**src/rtl/mas_regs.svh**
```systemverilog
// register offsets, field positions, reset values and constants of the alu subset
// included by the package, the property checker and the bench; definitions only
`ifndef MAS_REGS_SVH
`define MAS_REGS_SVH

`define MAS_ADDR_W 12
`define MAS_DATA_W 32
`define MAS_ADDR_LSB 2

`define MAS_OFF_INSTR 12'h000
`define MAS_OFF_ACC 12'h004
`define MAS_OFF_STATUS 12'h008
`define MAS_OFF_DIR_A 12'h00C
`define MAS_OFF_DIR_B 12'h010
`define MAS_OFF_DIR_C 12'h014
`define MAS_OFF_RESULT 12'h018
`define MAS_FILE_SEL_MSB 11
`define MAS_FILE_SEL_LSB 9
`define MAS_FILE_SEL 3'h1
`define MAS_FILE_IDX_MSB 8

`define MAS_INSTR_W 24
`define MAS_OP_MSB 2
`define MAS_OP_LSB 0
`define MAS_DEST_BIT 3
`define MAS_FADDR_MSB 10
`define MAS_FADDR_LSB 4
`define MAS_LIT_MSB 23
`define MAS_LIT_LSB 16

`define MAS_ST_C 0
`define MAS_ST_DC 1
`define MAS_ST_Z 2
`define MAS_ST_W 3

`define MAS_DEST_ACC 1'b0
`define MAS_DIR_SEL_A 7'h05
`define MAS_DIR_SEL_B 7'h06
`define MAS_DIR_SEL_C 7'h07

`define MAS_RST_BYTE 8'h00
`define MAS_RST_DIR 8'hFF
`define MAS_RST_INSTR 24'h000000
`define MAS_RST_STATUS 3'h0
`define MAS_FILE_DEPTH 128

`define MAS_RESP_OKAY 2'h0
`define MAS_RESP_SLVERR 2'h2

`endif

```
**src/rtl/mas_pkg.sv**
```systemverilog
// types shared by the alu subset modules
// assumes mas_regs.svh is on the include path
`include "mas_regs.svh"

package mas_pkg;

    typedef logic [7:0] mas_byte_t;

    typedef enum logic [2:0] {
        MAS_OP_NONE = 3'h0,
        MAS_OP_SUBTRACT_WITH_BORROW = 3'h1,
        MAS_OP_NIBBLE_EXCHANGE = 3'h2,
        MAS_OP_XOR_IMMEDIATE = 3'h3,
        MAS_OP_XOR_FILE_REG = 3'h4,
        MAS_OP_PORT_DIRECTION_LOAD = 3'h5
    } mas_opcode_t;

endpackage : mas_pkg

```
**src/rtl/mas_alu_top.sv**
```systemverilog
// alu subset top: axi4-lite register slave, file registers, accumulator, flags, direction registers
// assumes one clock aclk, synchronous active-low aresetn, a master keeping one write and one read open
//
// Summary of operation
// - subtract with borrow: file minus accumulator minus inverted carry, destination bit chooses target
// - subtract with borrow updates carry, nibble carry and zero from its result
// - two's complement subtraction; borrow in is complement of carry, cleared carry subtracts one
// - nibble exchange swaps file nibbles, writes by destination bit, leaves flags alone
// - xor immediate xors accumulator with literal into accumulator, updates only zero
// - port direction load copies accumulator to direction register 5, 6 or 7; flags unchanged
// - xor file register xors accumulator with file, writes by destination bit, updates only zero
//
// The AXI4-Lite register port and the placing of the registers were left to the implementer.
`timescale 1ns/1ps

module mas_alu_top
    import mas_pkg::*;
(
    // clock and reset
    input wire logic aclk,
    input wire logic aresetn,
    // write address channel
    input wire logic [`MAS_ADDR_W-1:0] s_axi_awaddr,
    input wire logic [2:0] s_axi_awprot,
    input wire logic s_axi_awvalid,
    output logic s_axi_awready,
    // write data channel
    input wire logic [`MAS_DATA_W-1:0] s_axi_wdata,
    input wire logic [3:0] s_axi_wstrb,
    input wire logic s_axi_wvalid,
    output logic s_axi_wready,
    // write response channel
    output logic [1:0] s_axi_bresp,
    output logic s_axi_bvalid,
    input wire logic s_axi_bready,
    // read address channel
    input wire logic [`MAS_ADDR_W-1:0] s_axi_araddr,
    input wire logic [2:0] s_axi_arprot,
    input wire logic s_axi_arvalid,
    output logic s_axi_arready,
    // read data channel
    output logic [`MAS_DATA_W-1:0] s_axi_rdata,
    output logic [1:0] s_axi_rresp,
    output logic s_axi_rvalid,
    input wire logic s_axi_rready,
    // port direction registers
    output mas_byte_t port_a_direction,
    output mas_byte_t port_b_direction,
    output mas_byte_t port_c_direction
);

    // bus side state
    logic awready_ff;
    logic wready_ff;
    logic bvalid_ff;
    logic [1:0] bresp_ff;
    logic arready_ff;
    logic rvalid_ff;
    logic [1:0] rresp_ff;
    logic [`MAS_DATA_W-1:0] rdata_ff;
    logic [`MAS_ADDR_W-1:0] awaddr_ff;
    logic [`MAS_DATA_W-1:0] wdata_ff;
    logic [3:0] wstrb_ff;

    // core state
    mas_byte_t file_mem_ff [`MAS_FILE_DEPTH];
    mas_byte_t acc_ff;
    logic [`MAS_ST_W-1:0] status_ff;
    mas_byte_t dir_a_ff;
    mas_byte_t dir_b_ff;
    mas_byte_t dir_c_ff;
    mas_byte_t result_ff;
    logic [`MAS_INSTR_W-1:0] instr_ff;
    logic exec_ff;

    // write decode
    logic wr_fire;
    logic wr_is_file;
    logic [6:0] wr_idx;
    logic wr_hit;
    logic [`MAS_DATA_W-1:0] wmask;
    logic [`MAS_DATA_W-1:0] instr_merge;

    // execution signals
    mas_opcode_t op;
    logic dest_file;
    logic [6:0] faddr;
    mas_byte_t lit;
    mas_byte_t file_val;
    mas_byte_t sub_res;
    logic sub_c;
    logic sub_dc;
    logic sub_z;
    mas_byte_t xor_res;
    mas_byte_t swap_res;
    logic xor_z;
    mas_byte_t nxt_result;
    logic res_valid;
    logic res_to_file;
    logic upd_c_dc;
    logic upd_z;
    logic nxt_z;
    logic load_a;
    logic load_b;
    logic load_c;

    // read decode
    logic [`MAS_DATA_W-1:0] nxt_rdata;
    logic [1:0] nxt_rresp;

    assign s_axi_awready = awready_ff;
    assign s_axi_wready = wready_ff;
    assign s_axi_bvalid = bvalid_ff;
    assign s_axi_bresp = bresp_ff;
    assign s_axi_arready = arready_ff;
    assign s_axi_rvalid = rvalid_ff;
    assign s_axi_rresp = rresp_ff;
    assign s_axi_rdata = rdata_ff;
    assign port_a_direction = dir_a_ff;
    assign port_b_direction = dir_b_ff;
    assign port_c_direction = dir_c_ff;

    // both address and data held, response not yet raised
    assign wr_fire = !awready_ff && !wready_ff && !bvalid_ff;
    assign wr_is_file = (awaddr_ff[`MAS_FILE_SEL_MSB:`MAS_FILE_SEL_LSB] == `MAS_FILE_SEL);
    assign wr_idx = awaddr_ff[`MAS_FILE_IDX_MSB:`MAS_ADDR_LSB];

    genvar gb;
    generate
        for (gb = 0; gb < 4; gb++) begin : g_strb
            assign wmask[gb*8 +: 8] = {8{wstrb_ff[gb]}};
        end
    endgenerate

    assign instr_merge = ({8'h00, instr_ff} & ~wmask) | (wdata_ff & wmask);

    always_comb begin
        wr_hit = wr_is_file;
        unique case (awaddr_ff)
            `MAS_OFF_INSTR, `MAS_OFF_ACC, `MAS_OFF_STATUS,
            `MAS_OFF_DIR_A, `MAS_OFF_DIR_B, `MAS_OFF_DIR_C: wr_hit = 1'b1;
            default: ;
        endcase
    end

    // write address and data channels, taken in either order
    always_ff @(posedge aclk) begin
        if (!aresetn) begin
            awready_ff <= 1'b1;
            awaddr_ff <= '0;
        end else if (s_axi_awvalid && awready_ff) begin
            awready_ff <= 1'b0;
            awaddr_ff <= s_axi_awaddr;
        end else if (bvalid_ff && s_axi_bready) begin
            awready_ff <= 1'b1;
        end
    end

    always_ff @(posedge aclk) begin
        if (!aresetn) begin
            wready_ff <= 1'b1;
            wdata_ff <= '0;
            wstrb_ff <= '0;
        end else if (s_axi_wvalid && wready_ff) begin
            wready_ff <= 1'b0;
            wdata_ff <= s_axi_wdata;
            wstrb_ff <= s_axi_wstrb;
        end else if (bvalid_ff && s_axi_bready) begin
            wready_ff <= 1'b1;
        end
    end

    always_ff @(posedge aclk) begin
        if (!aresetn) begin
            bvalid_ff <= 1'b0;
            bresp_ff <= `MAS_RESP_OKAY;
        end else if (wr_fire) begin
            bvalid_ff <= 1'b1;
            bresp_ff <= wr_hit ? `MAS_RESP_OKAY : `MAS_RESP_SLVERR;
        end else if (bvalid_ff && s_axi_bready) begin
            bvalid_ff <= 1'b0;
        end
    end

    // instruction word; a write launches one execution next cycle
    always_ff @(posedge aclk) begin
        if (!aresetn) begin
            instr_ff <= `MAS_RST_INSTR;
            exec_ff <= 1'b0;
        end else begin
            exec_ff <= wr_fire && (awaddr_ff == `MAS_OFF_INSTR);
            if (wr_fire && (awaddr_ff == `MAS_OFF_INSTR)) begin
                instr_ff <= instr_merge[`MAS_INSTR_W-1:0];
            end
        end
    end

    // operand fields and datapath units
    assign op = mas_opcode_t'(instr_ff[`MAS_OP_MSB:`MAS_OP_LSB]);
    assign dest_file = (instr_ff[`MAS_DEST_BIT] != `MAS_DEST_ACC);
    assign faddr = instr_ff[`MAS_FADDR_MSB:`MAS_FADDR_LSB];
    assign lit = instr_ff[`MAS_LIT_MSB:`MAS_LIT_LSB];
    assign file_val = file_mem_ff[faddr];

    mas_sub_unit u_sub (
        .file_val(file_val),
        .acc_val(acc_ff),
        .carry_in(status_ff[`MAS_ST_C]),
        .result(sub_res),
        .carry_out(sub_c),
        .nibble_carry_out(sub_dc),
        .zero_out(sub_z)
    );

    mas_logic_unit u_logic (
        .acc_val(acc_ff),
        .operand((op == MAS_OP_XOR_IMMEDIATE) ? lit : file_val),
        .file_val(file_val),
        .xor_result(xor_res),
        .swap_result(swap_res),
        .xor_zero(xor_z)
    );

    // per-instruction result routing and flag selection
    always_comb begin
        nxt_result = `MAS_RST_BYTE;
        res_valid = 1'b0;
        res_to_file = 1'b0;
        upd_c_dc = 1'b0;
        upd_z = 1'b0;
        nxt_z = 1'b0;
        load_a = 1'b0;
        load_b = 1'b0;
        load_c = 1'b0;
        unique case (op)
            MAS_OP_SUBTRACT_WITH_BORROW: begin
                nxt_result = sub_res;
                res_valid = 1'b1;
                res_to_file = dest_file;
                upd_c_dc = 1'b1;
                upd_z = 1'b1;
                nxt_z = sub_z;
            end
            MAS_OP_NIBBLE_EXCHANGE: begin
                nxt_result = swap_res;
                res_valid = 1'b1;
                res_to_file = dest_file;
            end
            MAS_OP_XOR_IMMEDIATE: begin
                nxt_result = xor_res;
                res_valid = 1'b1;
                upd_z = 1'b1;
                nxt_z = xor_z;
            end
            MAS_OP_XOR_FILE_REG: begin
                nxt_result = xor_res;
                res_valid = 1'b1;
                res_to_file = dest_file;
                upd_z = 1'b1;
                nxt_z = xor_z;
            end
            MAS_OP_PORT_DIRECTION_LOAD: begin
                load_a = (faddr == `MAS_DIR_SEL_A);
                load_b = (faddr == `MAS_DIR_SEL_B);
                load_c = (faddr == `MAS_DIR_SEL_C);
            end
            default: ;
        endcase
    end

    // file registers
    always_ff @(posedge aclk) begin
        if (!aresetn) begin
            for (int i = 0; i < `MAS_FILE_DEPTH; i++) begin
                file_mem_ff[i] <= `MAS_RST_BYTE;
            end
        end else if (exec_ff && res_valid && res_to_file) begin
            file_mem_ff[faddr] <= nxt_result;
        end else if (wr_fire && wr_is_file && wstrb_ff[0]) begin
            file_mem_ff[wr_idx] <= wdata_ff[7:0];
        end
    end

    // accumulator
    always_ff @(posedge aclk) begin
        if (!aresetn) begin
            acc_ff <= `MAS_RST_BYTE;
        end else if (exec_ff && res_valid && !res_to_file) begin
            acc_ff <= nxt_result;
        end else if (wr_fire && (awaddr_ff == `MAS_OFF_ACC) && wstrb_ff[0]) begin
            acc_ff <= wdata_ff[7:0];
        end
    end

    // flags; execution wins over a software write
    always_ff @(posedge aclk) begin
        if (!aresetn) begin
            status_ff <= `MAS_RST_STATUS;
        end else if (exec_ff && (upd_c_dc || upd_z)) begin
            if (upd_c_dc) begin
                status_ff[`MAS_ST_C] <= sub_c;
                status_ff[`MAS_ST_DC] <= sub_dc;
            end
            status_ff[`MAS_ST_Z] <= nxt_z;
        end else if (wr_fire && (awaddr_ff == `MAS_OFF_STATUS) && wstrb_ff[0]) begin
            status_ff <= wdata_ff[`MAS_ST_W-1:0];
        end
    end

    // direction registers, loaded only from the accumulator
    always_ff @(posedge aclk) begin
        if (!aresetn) begin
            dir_a_ff <= `MAS_RST_DIR;
            dir_b_ff <= `MAS_RST_DIR;
            dir_c_ff <= `MAS_RST_DIR;
        end else if (exec_ff) begin
            if (load_a) dir_a_ff <= acc_ff;
            if (load_b) dir_b_ff <= acc_ff;
            if (load_c) dir_c_ff <= acc_ff;
        end
    end

    // last computed result
    always_ff @(posedge aclk) begin
        if (!aresetn) begin
            result_ff <= `MAS_RST_BYTE;
        end else if (exec_ff && res_valid) begin
            result_ff <= nxt_result;
        end
    end

    // read decode
    always_comb begin
        nxt_rdata = '0;
        nxt_rresp = `MAS_RESP_OKAY;
        if (s_axi_araddr[`MAS_FILE_SEL_MSB:`MAS_FILE_SEL_LSB] == `MAS_FILE_SEL) begin
            nxt_rdata = {24'h000000, file_mem_ff[s_axi_araddr[`MAS_FILE_IDX_MSB:`MAS_ADDR_LSB]]};
        end else begin
            unique case (s_axi_araddr)
                `MAS_OFF_INSTR: nxt_rdata = {8'h00, instr_ff};
                `MAS_OFF_ACC: nxt_rdata = {24'h000000, acc_ff};
                `MAS_OFF_STATUS: nxt_rdata = {29'h00000000, status_ff};
                `MAS_OFF_DIR_A: nxt_rdata = {24'h000000, dir_a_ff};
                `MAS_OFF_DIR_B: nxt_rdata = {24'h000000, dir_b_ff};
                `MAS_OFF_DIR_C: nxt_rdata = {24'h000000, dir_c_ff};
                `MAS_OFF_RESULT: nxt_rdata = {24'h000000, result_ff};
                default: nxt_rresp = `MAS_RESP_SLVERR;
            endcase
        end
    end

    // read channels
    always_ff @(posedge aclk) begin
        if (!aresetn) begin
            arready_ff <= 1'b1;
            rvalid_ff <= 1'b0;
            rdata_ff <= '0;
            rresp_ff <= `MAS_RESP_OKAY;
        end else if (s_axi_arvalid && arready_ff) begin
            arready_ff <= 1'b0;
            rvalid_ff <= 1'b1;
            rdata_ff <= nxt_rdata;
            rresp_ff <= nxt_rresp;
        end else if (rvalid_ff && s_axi_rready) begin
            arready_ff <= 1'b1;
            rvalid_ff <= 1'b0;
        end
    end

endmodule : mas_alu_top

```
**src/rtl/mas_sub_unit.sv**
```systemverilog
// subtract with borrow datapath: result and carry, nibble carry, zero flags
// purely combinational; the caller registers the outputs
`timescale 1ns/1ps

module mas_sub_unit
    import mas_pkg::*;
(
    // operands
    input wire mas_byte_t file_val,
    input wire mas_byte_t acc_val,
    input wire logic carry_in,
    // results
    output mas_byte_t result,
    output logic carry_out,
    output logic nibble_carry_out,
    output logic zero_out
);

    logic [8:0] full_sum;
    logic [4:0] low_sum;

    // f - w - !c done as f + ~w + c
    assign full_sum = {1'b0, file_val} + {1'b0, ~acc_val} + {8'h00, carry_in};
    assign low_sum = {1'b0, file_val[3:0]} + {1'b0, ~acc_val[3:0]} + {4'h0, carry_in};
    assign result = full_sum[7:0];
    assign carry_out = full_sum[8];
    assign nibble_carry_out = low_sum[4];
    assign zero_out = (full_sum[7:0] == `MAS_RST_BYTE);

endmodule : mas_sub_unit

```
**src/rtl/mas_logic_unit.sv**
```systemverilog
// xor and nibble exchange datapath with zero detect of the xor result
// purely combinational; the caller registers the outputs
`timescale 1ns/1ps

module mas_logic_unit
    import mas_pkg::*;
(
    // operands
    input wire mas_byte_t acc_val,
    input wire mas_byte_t operand,
    input wire mas_byte_t file_val,
    // results
    output mas_byte_t xor_result,
    output mas_byte_t swap_result,
    output logic xor_zero
);

    genvar gi;
    generate
        for (gi = 0; gi < 8; gi++) begin : g_bit
            assign xor_result[gi] = acc_val[gi] ^ operand[gi];
            assign swap_result[gi] = file_val[(gi + 4) % 8];
        end
    endgenerate

    assign xor_zero = (xor_result == `MAS_RST_BYTE);

endmodule : mas_logic_unit

```
**config.mk**
```make
export PLATFORM = sky130hd
export DESIGN_NAME = mas_alu_top
export DESIGN_NICKNAME = d
export VERILOG_FILES = /design/src/rtl/mas_pkg.sv /design/src/rtl/mas_alu_top.sv /design/src/rtl/mas_sub_unit.sv /design/src/rtl/mas_logic_unit.sv
export VERILOG_INCLUDE_DIRS = /design/src /design/src/rtl
export SDC_FILE = /design/constraint.sdc
export NUM_CORES = 2
export LEC_CHECK = 0
export BUFFER_PORTS_ARGS = -buffer_cell sky130_fd_sc_hd__buf_2
export CAP_MARGIN = 25
export CORE_ASPECT_RATIO = 0.7
export CORE_MARGIN = 5
export CORE_UTILIZATION = 45
export DETAILED_ROUTE_END_ITERATION = 16
export GPL_TIMING_DRIVEN = 1
export SYNTH_ARGS = -nofsm -noshare
export SYNTH_HDL_FRONTEND = slang
export SYNTH_HIERARCHICAL = 1
export SYNTH_SLANG_ARGS = --single-unit
```
**constraint.sdc**
```tcl
create_clock -name aclk -period 6.9 [get_ports aclk]
set_clock_uncertainty 0.2 [all_clocks]
set_input_delay 0.69 -clock aclk [delete_from_list [all_inputs] [get_ports aclk]]
set_output_delay 0.69 -clock aclk [all_outputs]
set_load 0.05 [all_outputs]
```
Yosys cells after proc, flatten, opt, wreduce, memory -nomap -nowiden
Memories as Yosys holds them, arrays and structs flattened. A register that Yosys moved wholly into a read port is not among the register bits.
Cells that the tools add are included.
- register bits after elaboration: 148
- memory bits (writable): 1024
- bits of input ports: 73
- word-level logic and storage cells: 152
- memories: 1
- add/subtract/negate cells: 4
- eq/ne operators: 22
- mux-type cells: 46
- bitwise logic cells: 14
- reduce and logical (&&, ||, !) cells: 45
- memory list (memory ; depth ; bits a word ; read ports ; clocked after memory_dff ; write ports ; RTL line ; source):
    file_mem_ff ; 128 ; 8 ; 2 ; 1 ; 128 ; mas_alu_top.sv:66 ; mas_byte_t file_mem_ff [`MAS_FILE_DEPTH];
- operators by type and width (operator ; number):
    case mux 24 bit (7 select lines) ; 1
    == test 12 x 5 -> 1 bit (second input constant) ; 5
    bitwise AND 24 bit ; 2
    == test 12 x 4 -> 1 bit (second input constant) ; 4
    two-way mux 8 bit ; 5
    two-way mux 7 bit ; 4
    two-way mux 1 bit ; 27
    == test 12 x 3 -> 1 bit (second input constant) ; 2
    logical NOT 12 bit ; 2
    two-way mux 24 bit ; 1
    inverter 24 bit ; 1
    bitwise OR 24 bit ; 1
    case mux 8 bit (3 select lines) ; 1
    == test 7 x 3 -> 1 bit (second input constant) ; 3
    logical AND 1 bit ; 18
    logical NOT 8 bit ; 2
    OR reduction 8 bit ; 2
    nonzero test 2 bit ; 6
    adder 8 x 8 -> 9 bit ; 1
    adder 9 x 1 -> 9 bit ; 1
    == test 3 x 1 -> 1 bit (second input constant) ; 3
    two-way mux 2 bit ; 4
    inverter 8 bit ; 1
    AND reduction 2 bit ; 4
    16 further kinds ; 30

Depth between registers and ports, before layout
- depth in word-level cells: 11
- gate-level depth with buffers: 24

Cells and area by module
Netlist, hierarchy kept.
- by module, submodules not included (module ; instances ; cells an instance ; area each (um^2) ; seq. area each (um^2)):
    mas_alu_top ; 1 ; 4523 ; 59341.9 ; 33652.3
    mas_sub_unit ; 1 ; 46 ; 380.4 ; 0.0
    mas_logic_unit ; 1 ; 19 ; 148.9 ; 0.0

Worst setup path after synthesis
Ideal clock, no wire load.
- path kind: reg2reg
- start: register with a tool-made name
- end: memory file_mem_ff[103][6] (netlist name), data pin
- arrival time: 5.071 ns
- data required time: 6.435 ns
- slack: 1.364 ns
- stages on the path, launching flop included: 23
- path buffers: 5
- path through: dfxtp_1 clkbuf_2 buf_6 buf_4 mux4_2 mux4_2 mux2_2 nand2_1 a31oi_1 fa_1 fa_1 a21o_1 a22o_1 o32ai_1 nor2_1 mux2_2 a22oi_1 a2bb2oi_1 nand2_1 o21ai_0 clkbuf_1 buf_1 nor2_1
- RTL lines (element ; RTL line):
    end, declared ; mas_alu_top.sv:66

==> flow_summary.ini <==
[run_status]
outcome = completed

[timing]
min_period_ps = 6610
fin_crit_sh_pct = 95.8
slew_headroom_pct = 22.9
hold_viol = 0
fin_tns_setup_ps = 0
fmax_mhz = 151
worst_slew_pin_slew_ps = 1160
final-max-slew-violation-count = 0
rsz0062_at_grt = no
setup_viol = 0

[routing]
drt-initial-drc-count = 6783
vias_per_cell = 6.64
wl_per_cell_um = 31.9
drc = 0
ant_nets = 0
wl_um = 206000
first_pass_iters = 6
vias = 42941

[grt]
grt_max_degree = 129
first_global_vias = 40410
antenna_found_initial = 14
grt_pass1_wl_um = 294000
grtUsageTotal_pct = 29.0
overflow = 0

[power_and_ir_drop]
powerDensity_mw_per_mm2 = 228
irDropWorstVdd_v = 0.000215
p_leak_nw = 21.7

[worst_hold_path]
holdCritPathClass = primary input to flop
min_to = wstrb_ff[0]
whs_path_depth = 3
holdCritStartpoint = s_axi_wstrb[0]

[floorplan]
die_y_um = 315
coreArea_mm2 = 0.133
die_area_mm2 = 0.141
boundaryPins = 138
initial_utilization_pct = 45.1
fp-row-count = 112
dieWidth_um = 446

[job]
maxCapViolCount = 0

[place]
port_buffers = 112
gp_congestion = 0.962
hpwlAfterDp_um = 140000

[finish]
fillers = 11444
fin_util_pct = 50.2
drive_above_1_share_pct = 22.1
finalNetCount = 4685
area_growth_syn_to_layout_pct = 11.3

[logic_synthesis]
ys_seq_area_share_pct = 56.2
synth_edf_count = 1024
synth_cell_types = 83
netlist_area_mm2 = 0.0599
ys_seq_elements = 1169
synthCells = 4588
syn_area_per_cell_um2 = 13.0
ys_warn_count = 6
synthFlopType = edfxtp_1
async_flop_share_pct = 0

[clock_tree]
cts_hold_buf = 39
clk_pin_slew_ps = 60
cts_sinks = 1169
clk_latency_ps = 750
post_cts_buffers = 0
post_cts_resized = 0
root_buffer = clkbuf_16
cts-buffers-inserted = 110
tritoncts = done
clockBufferDepth = 3
htreeDepth = 3

[critical_path]
cp_max_fo = 72
reg2reg_to = file_mem_ff[47][6]
path_cells = buf_4, mux4_2, mux2i_1, a22oi_1, nand4_1, a31oi_1, fa_1, fa_1, a21o_1, a22o_1, o32ai_1, nor2_1, mux2_2, a22oi_1, a2bb2oi_1, nand2_1, o21ai_4, buf_12, nor2_1
critPathArrivalTime_ps = 6860
cpMaxStageDelayCell = dfxtp_4
cp.required_ps = 7150
r2r_cells = 19
max_stage_delay_ps = 630
start_kind = flop
cp-end-kind = flop
crit_type = flop to flop
r2r_slack_ps = 290
-- placed cells by master, fill, tap and decap left out, types with 21 or more instances in the layout --
cell           count
mux2_2            49
nor2_1          1122
o21ai_0           29
a22oi_1          125
nand4_1           21
nand2_1          328
buf_4            112
clkinv_1          22
edfxtp_1        1024
mux4_2           506
nand3_1          193
o22ai_1           22
dlygate4sd3_1     39
dfxtp_1          140
clkbuf_16        112
a21oi_1          105
mux2i_1          148
clkinv_2          23
buf_12            39
buf_2            110
clkbuf_1          27
-- worst max-delay path, delay by kind of cell, from the launching register on --
kind                       cells  cell delay (ps)
and+or+nand+nor                4              800
DFF                            1              630
buffers and inverters          2              670
AOI/OAI and AO/OA              8             1650
adders and majority gates      2             1060
muxes                          3             1200
-- synth_stat cells, drive strengths merged (13+ instances only) --
cell type	n	share of area (%)
edfxtp	1024	51
nor3	22	0.20
a211oi	21	0.27
o21ai	47	0.39
mux2i	148	2.5
nand4	21	0.22
nand2	328	2.1
nor2	1124	7.0
dfxtp	145	4.8
nor4	13	0.16
clkbuf	276	1.7
o211ai	16	0.20
buf	140	1.3
inv	20	0.13
a221oi	20	0.32
nand3	194	1.6
mux2	50	0.95
o22ai	22	0.23
a22oi	125	1.6
a31oi	18	0.19
a21oi	109	0.91
mux4	507	19
nor2b	21	0.22
-- where the power goes --
group          switching, mW  leakage (nW)  internal (mW)
clock network           2.78          1.69           3.24
registers              0.132          11.8           7.89
logic                  0.731          8.28          0.420
-- cell type report --
class	count	area [um2]	share of cell area, %
Antenna cell	4	10.0	0.0150
Timing Repair Buffer	310	2730	4.10
Multi-Input combinational cell	2990	24500	36.8
Sequential cell	1169	33700	50.5
Tap cell	1767	2210	3.32
Clock inverter	59	462	0.693
Inverter	22	83.8	0.126
Clock buffer	143	2960	4.44
-- worst max-delay path by stage --
stage,depth (start not counted),end,start
floorplan,22,file_mem_ff[103][6],flop
global placement,19,file_mem_ff[65][7],flop
detailed placement,19,file_mem_ff[47][6],flop
CTS,19,file_mem_ff[47][6],flop
global route,20,file_mem_ff[9][7],flop
finish,19,file_mem_ff[47][6],flop
-- routing by layer --
metal  global-route usage [%]  routed length, um  vias up  part of all wire (%)
met5                        0                 59        -                 0.029
met4                     8.76               7580       10                   3.7
met3                     9.20              30300      435                    15
met2                     40.6              86200     3023                    42
met1                     43.3              81900    21976                    40
li1                         -                  -    17497                     -
-- cell families after synthesis --
logic type	share of synthesized area, %
simple gates	12.4
flops	56.2
other cells	0.00626
xor+xnor	0.190
buf+inv	3.22
mux	22.5
fa+ha+maj	0.230
compound gates	5.28
-- registers in the layout, summed over array words and instances (netlist names), named ones only --
| name | flops |
|---|---|
| awaddr_ff | 12 |
| wdata_ff | 24 |
| s_axi_wready | 1 |
| s_axi_rvalid | 1 |
| result_ff | 8 |
| s_axi_bresp | 1 |
| s_axi_rresp | 1 |
| s_axi_rdata | 24 |
| status_ff | 3 |
| instr_ff | 7 |
| port_c_direction | 8 |
| s_axi_awready | 1 |
| port_a_direction | 8 |
| s_axi_arready | 1 |
| wstrb_ff | 3 |
| port_b_direction | 8 |
| exec_ff | 1 |
| acc_ff | 8 |
| file_mem_ff | 1024 |
| s_axi_bvalid | 1 |
-- per-stage QoR --
stage / worst slack [ps] / instances / instance area (um2) / hold slack (ps) / power (mW)
CTS: 495 / 6458 / 66600 / 21.9 / 15.2
floorplan: 1360 / 4597 / 59900 / 232 / 8.82
global route: 132 / 6460 / 66600 / 40.5 / 15.6
global placement: 637 / 6209 / 62700 / 243 / 9.24
finish: 291 / 6464 / 66600 / 68.9 / 15.2
detailed placement: 492 / 6217 / 62800 / 248 / 9.26
No activity file was read; power rests on OpenSTA's default activity.
